### src/core/cdm_regs.svh
// register offsets, field positions and reset values of the dac/mux bank
`ifndef CDM_REGS_SVH
`define CDM_REGS_SVH

// ==========================================================
// register indices (byte address is four times the index)
`define CDM_DAC_CTL_IDX 30'h0000_0004
`define CDM_MUX_CTL_IDX 30'h0000_0005

// ==========================================================
// reference dac control fields
`define CDM_DAC_EN_BIT 7
`define CDM_DAC_REFSEL_BIT 6
`define CDM_DAC_LVL_MSB 5
`define CDM_DAC_LVL_LSB 0
`define CDM_DAC_SHIFT 6
`define CDM_DAC_RESET 8'h00

// ==========================================================
// input select control fields
`define CDM_MUX_PT_BIT 7
`define CDM_MUX_RSVD_BIT 6
`define CDM_MUX_PLUS_MSB 5
`define CDM_MUX_PLUS_LSB 3
`define CDM_MUX_MINUS_MSB 2
`define CDM_MUX_MINUS_LSB 0
`define CDM_MUX_WMASK 8'hbf
`define CDM_MUX_RESET 8'h00

// ==========================================================
// ladder reference routing codes
`define CDM_REF1_ONEHOT 2'h1
`define CDM_REF2_ONEHOT 2'h2

`endif

### src/core/cdm_pkg.sv
// types shared by the dac/mux control bank
package cdm_pkg;

    // ==========================================================
    // bus data phase tracking
    typedef enum logic [1:0]
    {
        PH_IDLE = 2'b00,
        PH_WRITE = 2'b01,
        PH_RWAIT = 2'b10,
        PH_RDONE = 2'b11
    } cdm_phase_t;

    // ==========================================================
    // field types
    typedef logic [2:0] cdm_sel_t;
    typedef logic [7:0] cdm_onehot_t;
    typedef logic [5:0] cdm_level_t;

endpackage

### src/core/cdm_input_decode.sv
// decode of the plus and minus input select codes
`include "cdm_regs.svh"

module cdm_input_decode
    import cdm_pkg::*;
(
    // select codes
    input wire cdm_sel_t plus_sel,
    input wire cdm_sel_t minus_sel,
    // decoded selections
    output logic [7:0] plus_onehot,
    output logic [7:0] minus_onehot,
    output logic same_input
);

    // ==========================================================
    // code n selects comparator_input_n
    function automatic cdm_onehot_t sel_decode(input cdm_sel_t code);
        sel_decode = 8'h01 << code;
    endfunction

    assign plus_onehot = sel_decode(plus_sel);
    assign minus_onehot = sel_decode(minus_sel);
    // both muxes on one pin would turn the comparator into a noise source
    assign same_input = (plus_sel == minus_sel);

endmodule

### src/core/cdm_top.sv
// ahb-lite register bank steering the reference dac and input muxes
//
// Chosen here: the AHB-Lite interface to the registers.
`include "cdm_regs.svh"

// What this block does
// - select bit 0 ref one, 1 ref two
// - six-bit level code in dac bits 5-0
// - dac output is reference times (code+1)/64
// - mux bit 7 enables pass-through mode
// - mux bit 6 reads zero, ignores writes
// - plus select codes 0-7 pick inputs 0-7
// - minus select codes 0-7 pick inputs 0-7
// - equal selects force comparator shutdown
// - dac bit 7 powers ladder up or down
module cdm_top
    import cdm_pkg::*;
#(
    parameter logic [15:0] REF1_MV = 16'h0ce4,
    parameter logic [15:0] REF2_MV = 16'h0ce4
)
(
    // clock and reset
    input wire logic clock,
    input wire logic rst,
    // ahb-lite slave
    input wire logic hsel,
    input wire logic [31:0] haddr,
    input wire logic [1:0] htrans,
    input wire logic hwrite,
    input wire logic [2:0] hsize,
    input wire logic [31:0] hwdata,
    input wire logic hready,
    output logic hreadyout,
    output logic hresp,
    output logic [31:0] hrdata,
    // reference dac controls
    output logic ladder_enable,
    output logic supply_reference_select,
    output logic [1:0] ladder_ref_onehot,
    output logic [5:0] dac_level_code,
    output logic [15:0] dac_output_voltage,
    // input mux controls
    output logic passthrough_enable,
    output logic [7:0] plus_input_onehot,
    output logic [7:0] minus_input_onehot,
    output logic comparator_shutdown
);

    // ==========================================================
    // declarations
    cdm_phase_t phase_q;
    logic sel_dac_q;
    logic sel_mux_q;
    logic hreadyout_q;
    logic [31:0] hrdata_q;
    logic [7:0] dac_ctl_q;
    logic [7:0] dac_ctl_d;
    logic [7:0] mux_ctl_q;
    logic [7:0] mux_ctl_d;
    logic take;
    logic wr_dac;
    logic wr_mux;
    logic [7:0] plus_oh_d;
    logic [7:0] minus_oh_d;
    logic same_d;
    logic ladder_enable_q;
    logic refsel_q;
    logic [1:0] ref_oh_q;
    logic [5:0] level_q;
    logic [15:0] volts_q;
    logic pass_q;
    logic [7:0] plus_oh_q;
    logic [7:0] minus_oh_q;
    logic shutdown_q;

    // ==========================================================
    // helper functions
    function automatic logic reg_hit(input logic [31:0] addr,
                                     input logic [29:0] idx);
        reg_hit = (addr[1:0] == 2'h0) && (addr[31:2] == idx);
    endfunction

    function automatic logic [15:0] dac_level_mv(input logic [15:0] vref,
                                                 input logic [5:0] code);
        logic [22:0] prod;
        prod = 23'(vref) * (23'(code) + 23'h000001);
        dac_level_mv = prod[21:6];
    endfunction

    // ==========================================================
    // bus address phase
    // hsize is ignored: only whole-word transfers are expected
    assign take = hsel && htrans[1] && hready;
    assign wr_dac = (phase_q == PH_WRITE) && sel_dac_q;
    assign wr_mux = (phase_q == PH_WRITE) && sel_mux_q;

    always_ff @(posedge clock)
    begin
        if (rst)
        begin
            phase_q <= PH_IDLE;
            sel_dac_q <= 1'b0;
            sel_mux_q <= 1'b0;
        end
        else if (phase_q == PH_RWAIT)
        begin
            phase_q <= PH_RDONE;
        end
        else if (take)
        begin
            phase_q <= hwrite ? PH_WRITE : PH_RWAIT;
            sel_dac_q <= reg_hit(haddr, `CDM_DAC_CTL_IDX);
            sel_mux_q <= reg_hit(haddr, `CDM_MUX_CTL_IDX);
        end
        else
        begin
            phase_q <= PH_IDLE;
        end
    end

    // ==========================================================
    // bus data phase
    // reads take one wait state so a read right behind a write
    // always returns the freshly written value
    always_ff @(posedge clock)
    begin
        if (rst)
        begin
            hreadyout_q <= 1'b1;
        end
        else
        begin
            hreadyout_q <= (phase_q == PH_RWAIT) || !(take && !hwrite);
        end
    end

    always_ff @(posedge clock)
    begin
        if (rst)
        begin
            hrdata_q <= 32'h0000_0000;
        end
        else if (phase_q == PH_RWAIT)
        begin
            case ({sel_dac_q, sel_mux_q})
                2'b10: hrdata_q <= {24'h00_0000, dac_ctl_q};
                2'b01: hrdata_q <= {24'h00_0000, mux_ctl_q};
                default: hrdata_q <= 32'h0000_0000;
            endcase
        end
    end

    assign hreadyout = hreadyout_q;
    assign hresp = 1'b0;
    assign hrdata = hrdata_q;

    // ==========================================================
    // control registers
    always_comb
    begin
        dac_ctl_d = dac_ctl_q;
        mux_ctl_d = mux_ctl_q;
        if (wr_dac)
        begin
            dac_ctl_d = hwdata[7:0];
        end
        if (wr_mux)
        begin
            // reserved bit is masked off and stays zero
            mux_ctl_d = hwdata[7:0] & `CDM_MUX_WMASK;
        end
    end

    always_ff @(posedge clock)
    begin
        if (rst)
        begin
            dac_ctl_q <= `CDM_DAC_RESET;
            mux_ctl_q <= `CDM_MUX_RESET;
        end
        else
        begin
            dac_ctl_q <= dac_ctl_d;
            mux_ctl_q <= mux_ctl_d;
        end
    end

    // ==========================================================
    // input select decode
    cdm_input_decode u_decode
    (
        .plus_sel(mux_ctl_d[`CDM_MUX_PLUS_MSB:`CDM_MUX_PLUS_LSB]),
        .minus_sel(mux_ctl_d[`CDM_MUX_MINUS_MSB:`CDM_MUX_MINUS_LSB]),
        .plus_onehot(plus_oh_d),
        .minus_onehot(minus_oh_d),
        .same_input(same_d)
    );

    // ==========================================================
    // registered mux outputs
    // decoded from the next register value so the flops always
    // match the stored selects, with no extra cycle of lag
    always_ff @(posedge clock)
    begin
        if (rst)
        begin
            pass_q <= 1'b0;
            plus_oh_q <= 8'h01;
            minus_oh_q <= 8'h01;
            shutdown_q <= 1'b1;
        end
        else
        begin
            pass_q <= mux_ctl_d[`CDM_MUX_PT_BIT];
            plus_oh_q <= plus_oh_d;
            minus_oh_q <= minus_oh_d;
            shutdown_q <= same_d;
        end
    end

    // ==========================================================
    // registered dac outputs
    always_ff @(posedge clock)
    begin
        if (rst)
        begin
            ladder_enable_q <= 1'b0;
            refsel_q <= 1'b0;
            ref_oh_q <= `CDM_REF1_ONEHOT;
            level_q <= 6'h00;
            volts_q <= 16'h0000;
        end
        else
        begin
            ladder_enable_q <= dac_ctl_d[`CDM_DAC_EN_BIT];
            refsel_q <= dac_ctl_d[`CDM_DAC_REFSEL_BIT];
            ref_oh_q <= dac_ctl_d[`CDM_DAC_REFSEL_BIT] ?
                `CDM_REF2_ONEHOT : `CDM_REF1_ONEHOT;
            level_q <= dac_ctl_d[`CDM_DAC_LVL_MSB:`CDM_DAC_LVL_LSB];
            // powered-down ladder drives nothing
            if (!dac_ctl_d[`CDM_DAC_EN_BIT])
            begin
                volts_q <= 16'h0000;
            end
            else
            begin
                volts_q <= dac_level_mv(
                    dac_ctl_d[`CDM_DAC_REFSEL_BIT] ? REF2_MV : REF1_MV,
                    dac_ctl_d[`CDM_DAC_LVL_MSB:`CDM_DAC_LVL_LSB]);
            end
        end
    end

    assign ladder_enable = ladder_enable_q;
    assign supply_reference_select = refsel_q;
    assign ladder_ref_onehot = ref_oh_q;
    assign dac_level_code = level_q;
    assign dac_output_voltage = volts_q;
    assign passthrough_enable = pass_q;
    assign plus_input_onehot = plus_oh_q;
    assign minus_input_onehot = minus_oh_q;
    assign comparator_shutdown = shutdown_q;
endmodule

### config.mk
export PLATFORM = sky130hd
export DESIGN_NAME = cdm_top
export DESIGN_NICKNAME = d
export VERILOG_FILES = /design/src/core/cdm_pkg.sv /design/src/core/cdm_input_decode.sv /design/src/core/cdm_top.sv
export VERILOG_INCLUDE_DIRS = /design/src /design/src/core
export SDC_FILE = /design/constraint.sdc
export NUM_CORES = 1
export LEC_CHECK = 0
export BUFFER_PORTS_ARGS = -buffer_cell sky130_fd_sc_hd__buf_2
export CAP_MARGIN = 0
export CORE_UTILIZATION = 40
export DETAILED_ROUTE_END_ITERATION = 12
export GPL_TIMING_DRIVEN = 0
export PLACE_DENSITY = 0.67
export SLEW_MARGIN = 20
export SYNTH_ARGS = -nofsm -noshare
export SYNTH_HDL_FRONTEND = slang
export SYNTH_SLANG_ARGS = --single-unit
### constraint.sdc
create_clock -name clock -period 13.9 [get_ports clock]
set_clock_uncertainty 0.1 [all_clocks]
set_input_delay 3.475 -clock clock [delete_from_list [all_inputs] [get_ports clock]]
set_output_delay 3.475 -clock clock [all_outputs]
set_load 0.02 [all_outputs]
==> results.tsv <==
metric	value	unit
drv_cap	0	
yosysSeqAreaShare	0.325	
slew_headroom	0.417	
vdd_drop_max	0.0391	mV
outcome	complete, no violations	
r2r_slack	8.08	ns
route.vias.total	2984	
route.detailed.drc	0	
drv_slew	0	
fp.dieW	97.3	um
syn_area	3630	um2
synth_edf_count	0	
startpoint_type	input pin	
power_leakage	2.44	nW
wl_per_cell	12.1	um
synthTopCellsByArea	dfxtp_1 (33%), ha_1 (14%), fa_1 (6.6%)	
antenna_cells	0	
crit_path_end	dac_output_voltage[9]	
hold_viol	0	
start_util	0.414	
dp_hpwl	6.15	mm
dr.pass1.iters	4	
post_cts_resized	0	
core-area	8760	um2
clk_latency	0.34	ns
r2r_cells	17	
async_flop_share	0	
setup_viol	0	
synth_flop_cell	dfxtp_1	
postSynthAreaPerCell	9.43	um2
wirelength	7.65	mm
groute.usage.overall	0.171	
grt_pass1_wl	13.1	mm
drive_gt1_frac	0.291	
initialDrtViolationCount	66	
synth_top_cells_by_count	dfxtp_1 (59), nor2_1 (43), ha_1 (42)	
numPortBuffers	95	
crit_path_max_fanout	6	
area_delta_synth_final	24.6	%
holdCritPathClass	flop to flop	
grt_max_degree	11	
hold_start	sel_mux_q	
r2r-end	dac_output_voltage[9]	
rsz0062_at_grt	false	
p_per_area	74.7	nW/um2
nets	646	
required	14.03	ns
fin_area	4520	um2
min_period	8.48	ns
die_h	97.3	um
synth_most_common_cell	dfxtp_1	
yosys.area.top_type	dfxtp_1	
holdWs	0.415	ns
first_global_vias	2856	
crit_arrival	8.61	ns
cts_buffers	9	
synthCells	385	
setup_tns	0	ns
cts_buffer_depth	2	
placedInstanceArea	4340	um2
r2r_start	sel_dac_q	
clock-root-buffer	clkbuf_8	
yosysTopAreaCellShare	0.325	
cts.clk_slew.worst_paths	0.06	ns
io_pins	152	
cts_num_sinks	59	
post_cts_buffers	0	
holdBufCountCts	0	
yosysWarnings	0	
antenna_found_initial	0	
ys_ff_latch	59	
crit_path_end_kind	flop	
crit_start	hwdata[0]	
yosysUniqueCellTypes	48	
vias_per_cell	4.73	
fmax	0.118	GHz
ant_nets	0	
cts_tree	done	
cts_max_level	3	
gp_congestion	0.835	
criticalPathCategory	input pin to flop	
worst_slew_pin_slew	0.866	ns
num_rows	34	
die-area	9470	um2
overflow	0	
fin_crit_sh	0.610	
## kinds of logic (layout without fill, tap and decap cells)
family / after synthesis / after routing / share of synthesized area
AOI/OAI and AO/OA: 53 / 53 / 0.0985
xor gates and xnor gates: 18 / 18 / 0.0434
adders and majority gates: 54 / 54 / 0.211
buffers and inverters: 71 / 182 / 0.108
DFF: 59 / 59 / 0.325
muxes: 17 / 17 / 0.0541
other: 1 / 28 / 0.00103
and+or+nand+nor: 112 / 112 / 0.159
## worst min-delay path by stage
stage,to,slack (ns),cells past startpoint
final,sel_mux_q,0.41,2
after global routing,sel_mux_q,0.44,2
after CTS,sel_mux_q,0.41,2
after detailed placement,sel_mux_q,0.40,2
after global placement,hrdata[2],0.39,2
after floorplan,sel_mux_q,0.36,2
## cell usage in the layout, fill, tap and decap left out, types with 10 or more instances in the layout
master	Yosys	routed
nand3_1	10	10
buf_4	29	29
xnor2_1	10	10
conb_1	1	28
nand2_1	11	11
buf_2	1	96
clkbuf_8	0	11
dfxtp_1	59	59
a21oi_1	15	15
inv_1	33	33
ha_1	42	42
mux2i_1	14	14
fa_1	12	12
nor2_1	43	43
## per-stage QoR
stage | utilization | setup slack (ns) | total power [mW] | std cells
6_report | 0.516 | 5.42 | 0.338 | 631
3_5_place_dp | 0.496 | 5.04 | 0.199 | 615
5_1_grt | 0.516 | 5.04 | 0.354 | 631
2_1_floorplan | - | 6.00 | 0.190 | 412
3_3_place_gp | 0.496 | 5.10 | 0.198 | 615
4_1_cts | 0.516 | 5.39 | 0.342 | 631
## worst max-delay path, cell delays in order
cell and delay, ns:
buf_2 0.13, mux2i_1 0.53, inv_1 0.23, ha_1 0.32, nand3_1 0.10, xor2_1 0.07, o21ai_0 0.68, ha_1 0.39
ha_1 0.33, fa_1 0.58, fa_1 0.43, ha_1 0.37, a21oi_1 0.24, o211ai_1 0.25, a31oi_1 0.25, xor2_1 0.17
nor2_1 0.05
## routing by layer
layer  routed length (um)  GRT usage  vias to the layer above  share of wire
met4                   79     0.0475                        0          0.010
met3                  424     0.0460                       11          0.055
met1                 3490      0.210                     1351           0.46
met2                 3660      0.294                       91           0.48
li1                     -          -                     1531              -
met5                    0          0                        -              0
## state kept, by name (all words and copies together), names as in the netlist
register and cells:
dac_output_voltage 13, dac_ctl_q 8, hrdata 8, minus_input_onehot 8, plus_input_onehot 8, mux_ctl_q 7
phase_q 2, comparator_shutdown 1, hreadyout 1, ladder_ref_onehot 1, sel_dac_q 1, sel_mux_q 1
## power by group
group / internal, mW / switching (mW)
clock network: 0.0738 / 0.0692
logic: 0.0115 / 0.0141
registers: 0.169 / 0.000187
total: 0.255 / 0.0835
## cell type report
type / instances / area [um2]
buffer: 37 / 264
clock buffer: 12 / 155
clock inverter: 4 / 25.0
fill: 831 / 4240
inverter: 34 / 128
multi-input combinational: 282 / 2160
sequential: 59 / 1180
tap: 108 / 135
timing repair buffer: 95 / 475
Power figures use the tool's default switching activity.
